`config.mk`:
```
export PLATFORM = sky130hd
export DESIGN_NAME = dcas_sequencer
export DESIGN_NICKNAME = d
export VERILOG_FILES = /design/src/dcas_pkg.sv /design/src/dcas_if.sv /design/src/dcas_sync.sv /design/src/dcas_sequencer.sv
export VERILOG_INCLUDE_DIRS = /design/src
export SDC_FILE = /design/constraint.sdc
export NUM_CORES = 1
export LEC_CHECK = 0
export BUFFER_PORTS_ARGS = -buffer_cell sky130_fd_sc_hd__buf_2
export CAP_MARGIN = 25
export CORE_MARGIN = 2
export CORE_UTILIZATION = 43
export CTS_BUF_LIST = sky130_fd_sc_hd__clkbuf_8
export CTS_CLUSTER_DIAMETER = 80
export CTS_CLUSTER_SIZE = 14
export DETAILED_ROUTE_END_ITERATION = 16
export PLACE_DENSITY_LB_ADDON = 0.08
export SLEW_MARGIN = 10
export SYNTH_ARGS = -nofsm -noshare
export SYNTH_HDL_FRONTEND = slang
export SYNTH_SLANG_ARGS = --single-unit
```
`constraint.sdc`:
```
create_clock -name clk -period 3.1 [get_ports clk]
set_input_delay 0.31 -clock clk [delete_from_list [all_inputs] [get_ports clk]]
set_output_delay 0.31 -clock clk [all_outputs]
set_load 0.05 [all_outputs]
```
`src/dcas_params.svh`:
```
// Constants for the DRAM CPU access sequencer: input indices, reset levels, sync depth
`ifndef DCAS_PARAMS_SVH
`define DCAS_PARAMS_SVH

// Number of pins sampled from the CPU bus side
`define DCAS_NUM_IN       8
// Bit positions of the sampled pins in the raw input vector
`define DCAS_IX_CPU_CLK   0
`define DCAS_IX_AS_B      1
`define DCAS_IX_CS_B      2
`define DCAS_IX_RD_WR     3
`define DCAS_IX_RFRQ      4
`define DCAS_IX_BYTE_B    5
`define DCAS_IX_HRD_B     6
`define DCAS_IX_WAIT_B    7
// Reset level of the filtered pins: every pin idle high
`define DCAS_IN_RESET     8'hFF
// Synchroniser stages an outside pin passes before the agreement filter
`define DCAS_SYNC_STAGES  3
// Level of an active-low output pin while inactive
`define DCAS_PIN_IDLE     1'b1
// Level of the drive enable of the acknowledge pin after reset
`define DCAS_OE_RESET     1'b0

`endif

```
`src/dcas_pkg.sv`:
```
// Types and pin decoding shared by the DRAM CPU access sequencer modules
`include "dcas_params.svh"

package dcas_pkg;

   // Bus conditions in active-high form
   typedef struct packed {
      logic addr_strobe;
      logic chip_select;
      logic read_dir;
      logic refresh_req;
      logic byte_strobe;
      logic hidden_off;
      logic wait_req;
      logic clk_low;
   } dcas_bus_s;

   typedef logic [`DCAS_NUM_IN-1:0] dcas_pins_t;

   // Turns the filtered pin levels into asserted conditions
   function automatic dcas_bus_s dcas_decode(input dcas_pins_t pins);
      dcas_bus_s b;
      b.addr_strobe = ~pins[`DCAS_IX_AS_B];
      b.chip_select = ~pins[`DCAS_IX_CS_B];
      b.read_dir    = pins[`DCAS_IX_RD_WR];
      b.refresh_req = ~pins[`DCAS_IX_RFRQ];
      b.byte_strobe = ~pins[`DCAS_IX_BYTE_B];
      b.hidden_off  = ~pins[`DCAS_IX_HRD_B];
      b.wait_req    = ~pins[`DCAS_IX_WAIT_B];
      b.clk_low     = ~pins[`DCAS_IX_CPU_CLK];
      return b;
   endfunction : dcas_decode

endpackage : dcas_pkg

```
`src/dcas_if.sv`:
```
// Carrier of filtered bus pins and the CPU clock edge between sequencer modules
`timescale 1ns/10ps
`default_nettype none

interface dcas_if;
   dcas_pkg::dcas_pins_t pins_f;
   logic                 cpu_rise;

   modport src (output pins_f, output cpu_rise);
   modport dst (input pins_f, input cpu_rise);
endinterface : dcas_if

`default_nettype wire

```
`src/dcas_sync.sv`:
```
// Three-stage pin synchroniser with agreement filter and CPU clock edge detect
`timescale 1ns/10ps
`default_nettype none
`include "dcas_params.svh"

module dcas_sync #(
   parameter int WIDTH = `DCAS_NUM_IN
) (
   input  wire logic             clk,
   input  wire logic             rst_b,
   input  wire logic [WIDTH-1:0] pins_raw,
   dcas_if.src                   sync_if
);
   import dcas_pkg::*;

   localparam logic [WIDTH-1:0] RST_LVL = WIDTH'(`DCAS_IN_RESET);

   logic [WIDTH-1:0] s1_q;
   logic [WIDTH-1:0] s2_q;
   logic [WIDTH-1:0] s3_q;
   logic [WIDTH-1:0] filt_q;
   logic             clk_prev_q;

   // Shift chain; the first stage feeds only the second
   always_ff @(posedge clk) begin
      if (!rst_b) begin
         s1_q <= RST_LVL;
         s2_q <= RST_LVL;
         s3_q <= RST_LVL;
      end else begin
         s1_q <= pins_raw;
         s2_q <= s1_q;
         s3_q <= s2_q;
      end
   end

   // A change is taken once the second and third stages agree
   always_ff @(posedge clk) begin
      if (!rst_b) begin
         filt_q <= RST_LVL;
      end else begin
         filt_q <= (s3_q & ~(s2_q ^ s3_q)) | (filt_q & (s2_q ^ s3_q));
      end
   end

   // Previous filtered CPU clock level for edge detection
   always_ff @(posedge clk) begin
      if (!rst_b) begin
         clk_prev_q <= RST_LVL[`DCAS_IX_CPU_CLK];
      end else begin
         clk_prev_q <= filt_q[`DCAS_IX_CPU_CLK];
      end
   end

   // Filtered levels and a one-cycle pulse at each CPU clock rise
   assign sync_if.pins_f   = filt_q;
   assign sync_if.cpu_rise = filt_q[`DCAS_IX_CPU_CLK] & ~clk_prev_q;

endmodule : dcas_sync

`default_nettype wire

```
`src/dcas_sequencer.sv`:
```
// DRAM CPU access sequencer: strobe request, acknowledge, refresh and delay chain
`timescale 1ns/10ps
`default_nettype none
`include "dcas_params.svh"

// Operation
// Read cycles start the row strobe request at the start of bus state S3.
// System gives chip select 34 ns before row strobe, unless hidden refresh is off.
// Write cycles start the row strobe later than reads, giving shortest pulses; the code starts writes with the same term as reads, in the same low phase.
// Read wait state stretches access and strobe widths; write wait stretches precharge.
// Hidden refresh strobe: unselected, address strobe, stage one, no mode/done/flag/disable.
// Selected strobe in low clock phase with stage three, outside mode and done.
// Cycle done ends on clock rise after low phase; held while address strobe stays.
// Cycle done during long foreign accesses: unselected, strobe, stages idle, no mode.
// Access-during-refresh set by mode with address strobe; held with stage three.
// Acknowledge driven only when selected; wait input adds stage one; held through READ_MODIFY_WRITE.
// Forced refresh mode set on refresh request when bus idle.
// Forced refresh mode also set during long foreign accesses with cycle done.
// Forced refresh in foreign long cycle sets stage three, blocking stage one.
// Test-and-set restarts stage one on selected write with cycle done, all idle.
// All control outputs are active low on the pins; the acknowledge drive enable output is active high.
// System drives wait input low for exactly one wait state, maybe from direction.
// Mode output pulls controller mode select low for automatic forced refresh.
// Stage two follows stage one while three idle; three follows two or idle strobe.
// Mode holds until stages two and three set; stage one set during refresh.
// Asserted wait stretches stage one by one clock in a selected access.
module dcas_sequencer (
   input  wire logic clk,
   input  wire logic rst_b,
   input  wire logic cpu_clk,
   input  wire logic cpu_addr_strobe_b,
   input  wire logic chip_select_b,
   input  wire logic read_not_write,
   input  wire logic refresh_request_line,
   input  wire logic any_byte_strobe_b,
   input  wire logic hidden_refresh_disable_b,
   input  wire logic wait_req_b,
   output var  logic row_strobe_request_b,
   output var  logic cycle_done_b,
   output var  logic access_during_refresh_b,
   output var  logic transfer_acknowledge_b,
   output var  logic transfer_acknowledge_oe,
   output var  logic controller_mode_select_b,
   output var  logic delay_stage_one_b,
   output var  logic delay_stage_two_b,
   output var  logic delay_stage_three_b
);
   import dcas_pkg::*;

   dcas_if    link ();
   dcas_bus_s bus;
   dcas_pins_t pins_raw;

   // Asserted views of the output flops, used as feedback
   logic row_strobe_request;
   logic cyc;
   logic incy;
   logic transfer_acknowledge;
   logic mode;
   logic d1;
   logic d2;
   logic d3;

   // Next values
   logic row_strobe_request_d;
   logic cyc_d;
   logic incy_d;
   logic transfer_acknowledge_d;
   logic mode_d;
   logic d1_d;
   logic d2_d;
   logic d3_d;
   logic frc_long;
   logic ras_start;
   logic ras_hold;
   logic bus_idle;
   logic stages_idle;

   // Output flops, held at pin level (low is active, except the acknowledge drive enable)
   logic row_strobe_request_b_q;
   logic cyc_b_q;
   logic incy_b_q;
   logic transfer_acknowledge_b_q;
   logic transfer_acknowledge_oe_q;
   logic mode_b_q;
   logic d1_b_q;
   logic d2_b_q;
   logic d3_b_q;

   // Gather the outside pins for the synchroniser
   always_comb begin
      pins_raw                    = '0;
      pins_raw[`DCAS_IX_CPU_CLK] = cpu_clk;
      pins_raw[`DCAS_IX_AS_B]    = cpu_addr_strobe_b;
      pins_raw[`DCAS_IX_CS_B]    = chip_select_b;
      pins_raw[`DCAS_IX_RD_WR]   = read_not_write;
      pins_raw[`DCAS_IX_RFRQ]    = refresh_request_line;
      pins_raw[`DCAS_IX_BYTE_B]  = any_byte_strobe_b;
      pins_raw[`DCAS_IX_HRD_B]   = hidden_refresh_disable_b;
      pins_raw[`DCAS_IX_WAIT_B]  = wait_req_b;
   end

   dcas_sync #(
      .WIDTH (`DCAS_NUM_IN)
   ) u_sync (
      .clk      (clk),
      .rst_b    (rst_b),
      .pins_raw (pins_raw),
      .sync_if  (link.src)
   );

   // Filtered pins in active-high form
   assign bus = dcas_decode(link.pins_f);

   // Feedback from the pin-level flops
   assign row_strobe_request = ~row_strobe_request_b_q;
   assign cyc   = ~cyc_b_q;
   assign incy  = ~incy_b_q;
   assign transfer_acknowledge = ~transfer_acknowledge_b_q;
   assign mode  = ~mode_b_q;
   assign d1    = ~d1_b_q;
   assign d2    = ~d2_b_q;
   assign d3    = ~d3_b_q;

   // Forced refresh start inside another device's long cycle
   assign frc_long = ~bus.chip_select & bus.refresh_req & bus.addr_strobe & cyc
                   & ~d1 & ~d2 & ~row_strobe_request;

   // No bus activity: strobe idle, no cycle pending, no row strobe
   assign bus_idle = ~bus.addr_strobe & ~cyc & ~row_strobe_request;

   // All three delay stages at rest
   assign stages_idle = ~d1 & ~d2 & ~d3;

   // Row strobe start terms; a selected start waits for stage three in the low phase,
   // which places read starts at S3
   always_comb begin
      ras_start = (bus.chip_select & ~incy & bus.addr_strobe & ~mode & d3 & ~cyc
                   & bus.clk_low)
                | (~bus.chip_select & ~incy & bus.addr_strobe & ~mode & d1 & ~cyc
                   & ~bus.hidden_off)
                | (bus.chip_select & incy & bus.addr_strobe & ~mode & d3 & ~cyc
                   & bus.clk_low);
   end

   // Row strobe hold terms keep the request through the access
   always_comb begin
      ras_hold = (bus.chip_select & row_strobe_request & ~mode & bus.addr_strobe)
               | (row_strobe_request & ~mode & d1);
   end

   // Row strobe request next value
   always_comb begin
      row_strobe_request_d = ras_start | ras_hold;
   end

   // Cycle done: start after stages one and two, hold with strobe, end at clock rise
   always_comb begin
      cyc_d = (~mode & d1 & d2 & ~d3)
            | (cyc & bus.addr_strobe)
            | (~mode & cyc & bus.clk_low)
            | (~bus.chip_select & bus.addr_strobe & ~mode & stages_idle);
   end

   // Access requested during a forced refresh
   always_comb begin
      incy_d = (mode & bus.addr_strobe)
             | (incy & d3 & bus.addr_strobe);
   end

   // Acknowledge terms; zero or one wait state, continued to cycle end
   always_comb begin
      transfer_acknowledge_d = bus.chip_select & (
                  (bus.addr_strobe & ~bus.wait_req & ~bus.read_dir & ~mode & bus.clk_low)
                | (bus.addr_strobe & bus.wait_req & ~bus.read_dir & ~mode & d1
                   & bus.clk_low)
                | (bus.byte_strobe & ~bus.wait_req & bus.read_dir & ~mode & bus.clk_low)
                | (bus.byte_strobe & bus.wait_req & bus.read_dir & ~mode & d1
                   & bus.clk_low)
                | (transfer_acknowledge & d1 & ~mode)
                | (transfer_acknowledge & bus.addr_strobe & row_strobe_request & ~mode & ~cyc)
                | (transfer_acknowledge & bus.addr_strobe & ~bus.read_dir & ~mode));
   end

   // Forced refresh mode; set when idle or in long foreign cycles, held by stages
   always_comb begin
      mode_d = (bus.refresh_req & bus_idle)
             | frc_long
             | (mode & ~d2)
             | (mode & ~d3);
   end

   // Stage one: started by stage three, refresh or test-and-set, stretched by wait
   always_comb begin
      d1_d = (mode & ~d3)
           | (~incy & bus.addr_strobe & ~cyc & ~mode & ~d2 & d3)
           | (bus.chip_select & incy & bus.addr_strobe & ~cyc & ~mode & ~d2 & d3)
           | (~mode & d1 & ~d2)
           | (bus.chip_select & bus.wait_req & bus.addr_strobe & ~mode & d1 & d2
              & ~d3)
           | (bus.chip_select & bus.addr_strobe & ~bus.read_dir & cyc & ~mode
              & stages_idle);
   end

   // Stage two follows stage one while stage three rests
   always_comb begin
      d2_d = d1 & ~d3;
   end

   // Stage three follows stage two, rests set, and blocks stage one at a long refresh
   always_comb begin
      d3_d = d2
           | (~bus.addr_strobe & ~mode)
           | (frc_long & ~mode);
   end

   // Row strobe request pin, re-evaluated on every system clock
   always_ff @(posedge clk) begin
      if (!rst_b) begin
         row_strobe_request_b_q <= `DCAS_PIN_IDLE;
      end else begin
         row_strobe_request_b_q <= ~row_strobe_request_d;
      end
   end

   // Cycle done pin, re-evaluated on every system clock
   always_ff @(posedge clk) begin
      if (!rst_b) begin
         cyc_b_q <= `DCAS_PIN_IDLE;
      end else begin
         cyc_b_q <= ~cyc_d;
      end
   end

   // Access-during-refresh pin, re-evaluated on every system clock
   always_ff @(posedge clk) begin
      if (!rst_b) begin
         incy_b_q <= `DCAS_PIN_IDLE;
      end else begin
         incy_b_q <= ~incy_d;
      end
   end

   // Acknowledge pin level
   always_ff @(posedge clk) begin
      if (!rst_b) begin
         transfer_acknowledge_b_q <= `DCAS_PIN_IDLE;
      end else begin
         transfer_acknowledge_b_q <= ~transfer_acknowledge_d;
      end
   end

   // Acknowledge pin is driven only while the device is selected
   always_ff @(posedge clk) begin
      if (!rst_b) begin
         transfer_acknowledge_oe_q <= `DCAS_OE_RESET;
      end else begin
         transfer_acknowledge_oe_q <= bus.chip_select;
      end
   end

   // Forced refresh mode steps only on a CPU clock rise
   always_ff @(posedge clk) begin
      if (!rst_b) begin
         mode_b_q <= `DCAS_PIN_IDLE;
      end else if (link.cpu_rise) begin
         mode_b_q <= ~mode_d;
      end
   end

   // Stage one steps only on a CPU clock rise
   always_ff @(posedge clk) begin
      if (!rst_b) begin
         d1_b_q <= `DCAS_PIN_IDLE;
      end else if (link.cpu_rise) begin
         d1_b_q <= ~d1_d;
      end
   end

   // Stage two steps only on a CPU clock rise
   always_ff @(posedge clk) begin
      if (!rst_b) begin
         d2_b_q <= `DCAS_PIN_IDLE;
      end else if (link.cpu_rise) begin
         d2_b_q <= ~d2_d;
      end
   end

   // Stage three steps only on a CPU clock rise
   always_ff @(posedge clk) begin
      if (!rst_b) begin
         d3_b_q <= `DCAS_PIN_IDLE;
      end else if (link.cpu_rise) begin
         d3_b_q <= ~d3_d;
      end
   end

   // Pins straight from the flops
   assign row_strobe_request_b     = row_strobe_request_b_q;
   assign cycle_done_b             = cyc_b_q;
   assign access_during_refresh_b  = incy_b_q;
   assign transfer_acknowledge_b   = transfer_acknowledge_b_q;
   assign transfer_acknowledge_oe  = transfer_acknowledge_oe_q;
   assign controller_mode_select_b = mode_b_q;
   assign delay_stage_one_b        = d1_b_q;
   assign delay_stage_two_b        = d2_b_q;
   assign delay_stage_three_b      = d3_b_q;

endmodule : dcas_sequencer

`default_nettype wire

```
; Yosys cells after proc, flatten, opt, wreduce, memory -nomap -nowiden
; Cells that the tools add are included.
[op_classes]
n_bitwise = 153
[ops]
columns = operator, n
row1 = $and 1x1->1, 100
row2 = $not 1->1, 24
row3 = $or 1x1->1, 24
row4 = $and 8x8->8, 2
row5 = $not 8->8, 1
row6 = $or 8x8->8, 1
row7 = $xor 8x8->8, 1
[totals]
out_inout_bits = 9
elab_cells = 167
regBits = 42
input_bits = 10

; Logic depth before layout (Yosys ltp)
; Gate-level depths: netlist of the first run.
[logic_depth]
word_depth = 14
depth_mapped = 4
depth_no_buf = 3

; By module
; A second synthesis of the first run with hierarchy kept.
[unflattened]
hier_cells = 155
hier_area_um2 = 1512.7
[by_module_without_submodules]
columns = mod, area_per_inst_um2, n_inst, seq_area_each_um2, cells_each
row1 = dcas_sync, 950.9, 1, 660.6, 86
row2 = dcas_sequencer, 561.8, 1, 180.2, 69

; Least setup slack after synthesis of the first run
; Ideal clock, no wire load.
[synth_timing]
path_type = flip-flop to flip-flop
startpoint = reg d3_b_q, in the netlist delay_stage_three_b
endpoint = reg row_strobe_request_b_q, in the netlist row_strobe_request_b
setup_time_ns = 0.166
t_arrival_ns = 1.484
synth_period_minus_slack_ns = 1.649
stages_incl_launch_ff = 5
required_time_ns = 2.934
setup_slack_ns = 1.451
path_buffers = 1
cell_sequence = dfxtp_1 > buf_6 > or3_1 > a2111oi_2 > o2111ai_1
[synth_between]
elab_chain_len = 8
elab_cells_between_ends = 11
classes_between = bitwise: 11
[synth_rtl]
columns = item, line
row1 = from (decl), dcas_sequencer.sv:88  ; logic d3_b_q;
row2 = from (signal assigned), dcas_sequencer.sv:292  ; d3_b_q <= `DCAS_PIN_IDLE;
row3 = from (signal assigned), dcas_sequencer.sv:294  ; d3_b_q <= ~d3_d;
row4 = $not 1->1 *, dcas_sequencer.sv:123  ; assign d3 = ~d3_b_q;
row5 = $and 1x1->1 (2 in series), dcas_sequencer.sv:138  ; ras_start = (bus.chip_select & ~incy & bus.addr_strobe & ~mode & d3 & ~cyc
row6 = $and 1x1->1, dcas_sequencer.sv:139  ; & bus.clk_low)
row7 = $or 1x1->1, dcas_sequencer.sv:140  ; | (~bus.chip_select & ~incy & bus.addr_strobe & ~mode & d1 & ~cyc
row8 = $or 1x1->1 *, dcas_sequencer.sv:142  ; | (bus.chip_select & incy & bus.addr_strobe & ~mode & d3 & ~cyc
row9 = $or 1x1->1 *, dcas_sequencer.sv:154  ; row_strobe_request_d = ras_start | ras_hold;
row10 = $not 1->1 *, dcas_sequencer.sv:222  ; row_strobe_request_b_q <= ~row_strobe_request_d;
row11 = to (signal assigned), dcas_sequencer.sv:220  ; row_strobe_request_b_q <= `DCAS_PIN_IDLE;
row12 = to (signal assigned), dcas_sequencer.sv:222
row13 = to (decl), dcas_sequencer.sv:80  ; logic row_strobe_request_b_q;
; Mark *: on every way between the ends. The rest lies on a longest branch, timed or not.
; A chain may end at the register's enable or synchronous reset.

; Worst setup path after layout of the first run
[layout_timing]
startpoint = reg d1_b_q, in the netlist delay_stage_one_b
endpoint = out delay_stage_one_b
[layout_rtl]
columns = item, line
row1 = from (decl), dcas_sequencer.sv:86  ; logic d1_b_q;
row2 = from (signal assigned), dcas_sequencer.sv:274  ; d1_b_q <= `DCAS_PIN_IDLE;
row3 = from (signal assigned), dcas_sequencer.sv:276  ; d1_b_q <= ~d1_d;
row4 = to (decl), dcas_sequencer.sv:44  ; output var logic delay_stage_one_b,
; No word-level cell between the ends.

==> out/metrics.yaml, run 1 <==
run_status:
  status: "finished, final reports clean"
grt:
  antenna_found_initial: 0
  grt_first_pass_wirelength_um: 4380
  via_count_of_the_first_global_routing_pass: 1006
  grtUsageTotal_pct: 14.2
  grt_max_degree: 27
  grt_remaining_overflow: 0
critical_path:
  critical_path.max_fanout: 12
  cp_data_required_time_ns: 2.79
  timing.critical_path.buf_inv: 1
  slowest_stage: "dfxtp_1"
  kind_of_critical_path: "reg2out"
  critical_path_arrival_ns: 1.15
  crit_path_cell_trace: "buf_2"
  critPathLaunchType: "flip-flop"
  worst_path_largest_cell_delay_ns: 0.53
  critPathCaptureType: "output port"
  top_cell_family_by_delay_on_the_critical_path: "flip-flops"
sta:
  setup_viol: 0
  worst_slew_pin_slew_ns: 0.387
  setup-tns-final_ns: 0
  slew_viol_final: 0
  timing.final.crit_period_ns: 1.46
  finalCritPeriodShare_pct: 47.1
  fmaxAchievable_mhz: 685
  finalHoldViolations: 0
  clock_skew_ns: 0.00351
  fin_hold_ws_ns: 0.198
  rsz0062_at_grt: "false"
  slew_headroom_pct: 73.5
placement:
  routabilityCongestion: 0.830
  hpwlAfterDp_um: 1600
  port_buffers: 18
floorplanning:
  design.die.area_mm2: 0.00391
  num_io_pins: 19
  start_util_pct: 44.4
  floorplan.core_area_mm2: 0.00331
  die_height_um: 62.5
  fp.dieW_um: 62.5
  std_cell_rows: 21
clocking:
  cts_resized: 0
  ctsRootBufferMaster: "clkbuf_8"
  htree_depth: 2
  clk_pin_slew_worst_paths_ns: 0.07
  clock_tree_from_tritoncts: "done"
  latest_clock_arrival_within_the_worst_skew_pair_ns: 0.28
  post_cts_setup_buffer_count: 0
  cts_buffers: 5
  hold_buffers: 0
  cts_num_sinks: 42
  cts.path.max_buffers: 2
final_layout:
  layout_commonest_cell: "dfxtp_1"
  nNetsFinal: 179
  fraction_of_final_layout_cells_sized_beyond_drive_strength_1_pct: 15.9
  mostFrequentLayoutCells: "42 x dfxtp_1, 29 x nand2b_1, 18 x buf_2"
  antenna_cells_inserted: 0
  filler_cell_count: 345
  final_util_pct: 51.1
  syn2layout_area_growth_pct: 15.0
synthesis:
  ys_ff_latch: 42
  synthDistinctLibCells: 29
  sequential_cell_area_fraction_in_the_yosys_report_pct: 57.1
  avgSynthCellArea_um2: 9.68
  syn-cell-area_mm2: 0.00147
  synthCells: 152
  synth.yosys.warnings: 0
  syn_nets: 162
power:
  power_per_cell_area_mw_per_mm2: 583
  p_leak_nw: 0.666
  ir_drop_uv: 302
  finalPower_mw: 0.987
drt:
  routed_wire_length_per_instance_um: 11.2
  drt_via_density: 4.99
  drt_first_pass_iters: 4
  drt-initial-drc-count: 79
  finalWirelength_um: 2430
  vias_post_dr: 1077
  drc: 0
  postRouteAntennaNets: 0
run:
  max_cap_viol_count: 0
worst_hold_path:
  holdCritPathClass: "in2reg"
==> layer usage <==
metal  GRT usage, %  vias to the layer above  wire length [um]
met4           8.06                        0                46
met2           22.3                       29              1120
met5              0                        -                 0
met3           5.23                        7               149
met1           16.6                      493              1110
li1               -                      548                 -
==> final timing paths <==
check,startpoint,end,slack [ns],depth (start not counted)
hold reg to reg,u_sync.s1_q[4],u_sync.s2_q[4],0.41,1
setup reg to reg,delay_stage_three_b,row_strobe_request_b,1.65,3
setup / recovery,delay_stage_one_b,delay_stage_one_b,1.64,1
hold / removal,hidden_refresh_disable_b,u_sync.s1_q[6],0.20,2
==> cells by family (layout without fill, tap and decap cells) <==
logic type	after synthesis	after routing	synth area share, %
AO/OA/AOI/OAI	38	38	16.3
AND/OR/NAND/NOR	59	59	22.7
buffers and inverters	13	31	3.83
flip-flops	42	42	57.1
==> area by class of cell <==
type	count	area [um^2]	share of cell area, %
clock buffers	5	68.8	4.07
clock inverters	3	37.5	2.22
inverters	4	15.0	0.888
multi-input cells	97	574	33.9
flip-flops and latches	42	841	49.7
well taps	46	57.6	3.40
repair buffers	19	97.6	5.77
==> cell usage after synthesis (all sizes together) <==
| cell type | instances | area [um^2] |
|---|---|---|
| dfxtp | 42 | 841 |
| nand2b | 29 | 181 |
| o21ai | 13 | 65.1 |
| a21oi | 12 | 60.1 |
| nor2 | 11 | 41.3 |
| clkbuf | 8 | 30.0 |
| nand2 | 6 | 22.5 |
| inv | 4 | 15.0 |
| nor2b | 4 | 25.0 |
| a2111oi | 3 | 32.5 |
| nand3b | 2 | 15.0 |
| o311ai | 2 | 17.5 |
| a211oi | 1 | 7.51 |
| a221o | 1 | 10.0 |
| a22oi | 1 | 7.51 |
| a31oi | 1 | 6.26 |
| and2 | 1 | 6.26 |
| buf | 1 | 11.3 |
| nand4b | 1 | 8.76 |
| nor3 | 1 | 5.00 |
| nor4 | 1 | 6.26 |
| o2111ai | 1 | 8.76 |
| o211ai | 1 | 7.51 |
| o311a | 1 | 10.0 |
| o31ai | 1 | 7.51 |
| or2 | 1 | 6.26 |
| or3 | 1 | 6.26 |
| or4b | 1 | 10.0 |
==> through the flow <==
stage	cell area, um^2	worst slack (ns)	instances
5_1_grt	1690	1.56	216
2_1_floorplan	1470	1.45	152
3_5_place_dp	1590	1.67	208
4_1_cts	1690	1.64	216
6_report	1690	1.64	216
3_3_place_gp	1590	1.74	208
==> where the power goes <==
group          internal, mW  switching (mW)
Combinational        0.0126          0.0122
Clock                 0.234           0.170
Sequential            0.552         0.00549
Total                 0.799           0.188
Power figures use the tool's default switching activity.
==> run 2: changes to the inputs <==
==> constraint.sdc (replaced) <==
create_clock -name clk -period 1.2 [get_ports clk]
set_input_delay 0.12 -clock clk [delete_from_list [all_inputs] [get_ports clk]]
set_output_delay 0.12 -clock clk [all_outputs]
set_load 0.05 [all_outputs]
==> run 2 against run 1 <==
The run now ends with setup timing left; setup slack lost 1.7 ns; sequential power grew to 2.6 times the previous value; total power grew to 2.6 times the previous value; global-route usage grew 0.80 points; hold slack lost 0.19 ns; die area is the same; first-iteration DRC count grew 54%; clock-buffer cell count is the same; combinational power grew to 3.1 times the previous value; final area grew 8.2%; critical endpoint is now row_strobe_request_b; highest routed layer unchanged.
==> out/metrics.yaml, run 2 (synthesis results as in run 1) <==
placement:
  hpwlAfterDp_um: 1820
  place_ws_ns: -0.0754
  post_dp_cell_area_mm2: 0.00166
  routabilityCongestion: 0.828
  port_buffers: 18
grt:
  grt_remaining_overflow: 0
  antenna_found_initial: 0
  via_count_of_the_first_global_routing_pass: 1063
  grt_max_degree: 26
  grt_first_pass_wirelength_um: 4620
  grtUsageTotal_pct: 15.0
sta:
  post-route-worst-setup-slack_ns: -0.0378
  finalCritPeriodShare_pct: 103
  rsz0062_at_grt: "true"
  slew_headroom_pct: 75.4
  fmaxAchievable_mhz: 808
  worst_slew_pin_slew_ns: 0.360
  finalHoldViolations: 0
  clock_skew_ns: 0.00467
  slew_viol_final: 0
  setup_viol: 1
  timing.final.crit_period_ns: 1.24
run_status:
  status: "finished with violations"
  violated_checks: "setup timing"
clocking:
  cts_buffers: 5
  cts.path.max_buffers: 2
  ctsRootBufferMaster: "clkbuf_8"
  cts_num_sinks: 42
  latest_clock_arrival_within_the_worst_skew_pair_ns: 0.29
  htree_depth: 2
  clock_tree_from_tritoncts: "done"
  post_cts_setup_buffer_count: 0
  clk_pin_slew_worst_paths_ns: 0.08
worst_hold_path:
  holdCritPathClass: "in2reg"
  min_delay_path_depth: 2
critical_path:
  critical_path_arrival_ns: 1.40
  critPathCaptureType: "flip-flop"
  kind_of_critical_path: "reg2reg"
  critical_path.max_fanout: 4
  cp_data_required_time_ns: 1.37
  critPathLaunchType: "flip-flop"
  r2r_cells: 3
final_layout:
  nNetsFinal: 190
  filler_cell_count: 315
  regArea_um2: 856
  multi_input_gate_area_um2: 606
  fraction_of_final_layout_cells_sized_beyond_drive_strength_1_pct: 27.1
  layout_commonest_cell: "dfxtp_1"
  antenna_cells_inserted: 0
  syn2layout_area_growth_pct: 24.4
  final_area_mm2: 0.00183
  mostFrequentLayoutCells: "34 x dfxtp_1, 28 x nand2b_1, 17 x buf_2"
floorplanning:
  design.die.area_mm2: 0.00391
  std_cell_rows: 21
  floorplan.core_area_mm2: 0.00331
  num_io_pins: 19
  start_util_pct: 44.4
  fp.dieW_um: 62.5
  die_height_um: 62.5
power:
  finalPower_mw: 2.58
  share_comb_of_total_power_pct: 2.9
  cellInternalPower_mw: 2.07
  power_per_cell_area_mw_per_mm2: 1410
  ir_drop_uv: 950
  p_leak_nw: 0.724
  sequentialPowerShare_pct: 55.5
  p_switching_mw: 0.510
  clkPwrFrac_pct: 41.5
  sw_frac_of_total_pct: 19.7
drt:
  postRouteAntennaNets: 0
  routed_wire_length_per_instance_um: 11.8
  routed.top_layer: "met4"
  vias_post_dr: 1108
  drc: 0
  wl_met1_um: 1280
  detailed_routed_wire_length_on_met3_um: 99
  drt-initial-drc-count: 122
  finalWirelength_um: 2690
  drt_via_density: 4.88
  met2_length_um: 1260
  drt_first_pass_iters: 4
run:
  max_cap_viol_count: 0
## run 2: cell count changes in the layout (fill, tap and decap cells not counted), moves of 2 or more
| cell | delta |
|---|---|
| inv_1 | -2 |
| dfxtp_4 | +2 |
| o311ai_0 | -2 |
| dfxtp_2 | +6 |
| buf_4 | +9 |
| dlygate4sd3_1 | +2 |
| dfxtp_1 | -8 |
| o311ai_1 | +2 |
| clkinv_2 | +2 |
## run 2: area by class of cell
cell class | count | share of cell area, %
clock inverter | 3 | 2.19
timing repair buffer | 30 | 10.3
clock buffer | 5 | 3.76
sequential | 42 | 46.8
tap | 46 | 3.14
multi-input combinational | 97 | 33.1
inverter | 4 | 0.820
## run 2: metrics by stage
step | util, % | instances | hold WS, ns | setup TNS, ns
3_3_place_gp | 50.3 | 217 | 0.299 | -0.0580
2_1_floorplan | - | 152 | 0.221 | -0.413
3_5_place_dp | 50.3 | 217 | 0.305 | -0.122
6_report | 55.3 | 227 | 0.00939 | -0.0378
4_1_cts | 54.2 | 227 | 0.000312 | -0.0739
5_1_grt | 55.3 | 227 | 0.00166 | -0.231
## run 2: per-layer routing
| layer | up-vias | GRT usage, % |
|---|---|---|
| met5 | - | 0 |
| met4 | 0 | 5.83 |
| met3 | 5 | 5.77 |
| met2 | 19 | 24.6 |
| met1 | 513 | 17.6 |
| li1 | 571 | - |
## run 2: final timing paths
kind | start | to | slack [ns]
setup / recovery | flip-flop | row_strobe_request_b | -0.04
setup reg to reg | flip-flop | row_strobe_request_b | -0.04
hold / removal | chip_select_b | u_sync.s1_q[2] | 0.009
hold reg to reg | u_sync.s1_q[0] | u_sync.s2_q[0] | 0.40
## run 2: power groups by stage
stage | logic, mW | registers (mW) | clock network, mW
5_1_grt | 0.0848 | 1.44 | 1.18
2_1_floorplan | 0.0436 | 1.47 | 0
3_5_place_dp | 0.0718 | 1.47 | 0
3_3_place_gp | 0.0699 | 1.47 | 0
4_1_cts | 0.0770 | 1.43 | 1.11
6_report | 0.0757 | 1.44 | 1.07
## run 2: repair_timing
action	in CTS	in global routing
pin swaps	1	1
cloned	0	0
endpoints found under the hold margin	2	0
setup endpoints to repair	2	6
resized for setup	2	9
hold buffers	2	0
## run 2: critical path, cell delays in order, from the launching register on
cell and delay (ns):
dfxtp_2 0.34, or3_4 0.37, a2111oi_4 0.28, o2111ai_1 0.13
==> run 3: changes to the inputs <==
--- a/config.mk
+++ b/config.mk
@@ -9,13 +9,13 @@
 export BUFFER_PORTS_ARGS = -buffer_cell sky130_fd_sc_hd__buf_2
 export CAP_MARGIN = 25
 export CORE_MARGIN = 2
-export CORE_UTILIZATION = 43
+export CORE_UTILIZATION = 30
 export CTS_BUF_LIST = sky130_fd_sc_hd__clkbuf_8
 export CTS_CLUSTER_DIAMETER = 80
 export CTS_CLUSTER_SIZE = 14
 export DETAILED_ROUTE_END_ITERATION = 16
 export PLACE_DENSITY_LB_ADDON = 0.08
-export SLEW_MARGIN = 10
+export SLEW_MARGIN = 5
 export SYNTH_ARGS = -nofsm -noshare
 export SYNTH_HDL_FRONTEND = slang
 export SYNTH_SLANG_ARGS = --single-unit
==> run 3 against run 2 <==
The flow still finishes with violations (setup timing); clock power up 5%; clock-buffer cell count unchanged; critical path depth stayed put; register-to-register slack worse by 0.02 ns; wire length is 6.5% higher; flip-flop and latch count is the same; cell count rose by 11%; hold slack improved by 0.00081 ns; fmax decreased by 1.5%; critical path type unchanged; highest routed layer unchanged.
==> out/metrics.yaml, run 3 (synthesis results as in run 1) <==
run_status:
  status: "finished with violations"
  violated_checks: "setup timing"
final_layout:
  fraction_of_final_layout_cells_sized_beyond_drive_strength_1_pct: 27.0
  nNetsFinal: 194
  final_util_pct: 40.6
  layout_commonest_cell: "dfxtp_1"
  final_area_mm2: 0.00192
  syn2layout_area_growth_pct: 30.3
  layout.cells.non_filler: 252
  antenna_cells_inserted: 0
  mostFrequentLayoutCells: "35 x dfxtp_1, 28 x nand2b_1, 17 x buf_2"
sta:
  setup_viol: 2
  clock_skew_ns: 0.00671
  post-route-worst-setup-slack_ns: -0.0565
  worst_slew_pin_slew_ns: 0.354
  slew_headroom_pct: 76.3
  rsz0062_at_grt: "true"
  finalHoldViolations: 0
  timing.final.crit_period_ns: 1.26
  finalCritPeriodShare_pct: 105
  slew_viol_final: 0
  fmaxAchievable_mhz: 796
power:
  p_leak_nw: 0.746
  finalPower_mw: 2.64
  ir_drop_uv: 770
  power_per_cell_area_mw_per_mm2: 1380
floorplanning:
  floorplan.core_area_mm2: 0.00472
  fp.dieW_um: 74.0
  design.die.area_mm2: 0.00548
  num_io_pins: 19
  die_height_um: 74.0
  std_cell_rows: 25
  start_util_pct: 31.2
placement:
  routabilityCongestion: 0.775
  placedCellCount: 238
  hpwlAfterDp_um: 1900
  post_dp_cell_area_mm2: 0.00169
  port_buffers: 18
clocking:
  htree_depth: 2
  ctsRootBufferMaster: "clkbuf_8"
  clk_pin_slew_worst_paths_ns: 0.08
  cts_buffers: 5
  cts.path.max_buffers: 2
  clock_tree_from_tritoncts: "done"
  cts_num_sinks: 42
  latest_clock_arrival_within_the_worst_skew_pair_ns: 0.30
drt:
  routed_wire_length_per_instance_um: 11.4
  drt-initial-drc-count: 75
  finalWirelength_um: 2860
  postRouteAntennaNets: 0
  drt_first_pass_iters: 4
  drc: 0
  drt_via_density: 4.46
  vias_post_dr: 1123
grt:
  grt_first_pass_wirelength_um: 4540
  antenna_found_initial: 0
  grt_remaining_overflow: 0
  grtUsageTotal_pct: 11.0
  via_count_of_the_first_global_routing_pass: 939
  grt_max_degree: 26
critical_path:
  critical_path_arrival_ns: 1.43
  critPathCaptureType: "flip-flop"
  critical_path.max_fanout: 2
  cp_data_required_time_ns: 1.38
  critPathLaunchType: "flip-flop"
  kind_of_critical_path: "reg2reg"
worst_hold_path:
  holdCritPathClass: "in2reg"
run:
  max_cap_viol_count: 0
-- run 3: layout make-up --
cell class	count	area, um^2
sequential	42	855
tap	67	83.8
inverter	4	15.0
timing repair buffer	34	231
multi-input combinational	97	619
clock inverter	3	43.8
fill	483	2810
clock buffer	5	68.8
-- run 3: per-layer routing --
| metal | track usage, % | wire length [um] | vias up |
|---|---|---|---|
| li1 | - | - | 583 |
| met1 | 15.0 | 1460 | 509 |
| met2 | 15.0 | 1210 | 24 |
| met3 | 3.66 | 131 | 7 |
| met4 | 6.46 | 64 | 0 |
| met5 | 0 | 0 | - |
-- run 3: where the power goes --
| group | total, mW | switching [mW] | internal, mW |
|---|---|---|---|
| Sequential | 1.43 | 0.0133 | 1.42 |
| Combinational | 0.0872 | 0.0383 | 0.0490 |
| Clock | 1.12 | 0.496 | 0.623 |
| Total | 2.64 | 0.548 | 2.09 |
-- run 3: worst paths after layout --
path / to / from / cells after the start / slack [ns]
min: u_sync.s1_q[2] / chip_select_b / 2 / 0.01
max reg2reg: row_strobe_request_b / flip-flop / 3 / -0.06
min reg2reg: u_sync.s2_q[0] / u_sync.s1_q[0] / 1 / 0.41
max: row_strobe_request_b / flip-flop / 3 / -0.06
-- run 3: per-stage QoR --
stage	TNS [ns]	hold slack, ns	setup slack, ns
2_1_floorplan	-0.413	0.221	-0.216
3_3_place_gp	-0.0529	0.300	-0.0429
3_5_place_dp	-0.0971	0.305	-0.0718
4_1_cts	-0.0764	0.00298	-0.0487
5_1_grt	-0.187	0.0113	-0.100
6_report	-0.0607	0.0102	-0.0565
-- run 3: critical path, cell delays in order (launching register included) --
cell	delay, ns
dfxtp_2	0.33
or3_4	0.39
a2111oi_4	0.29
o2111ai_1	0.13
-- run 3: timing repair --
action | in CTS | in global routing
resized for setup | 4 | 11
endpoints found under the hold margin | 6 | 0
hold buffers | 6 | 0
endpoints found under the setup margin | 4 | 6
setup buffers | 0 | 0
pin swaps | 1 | 0
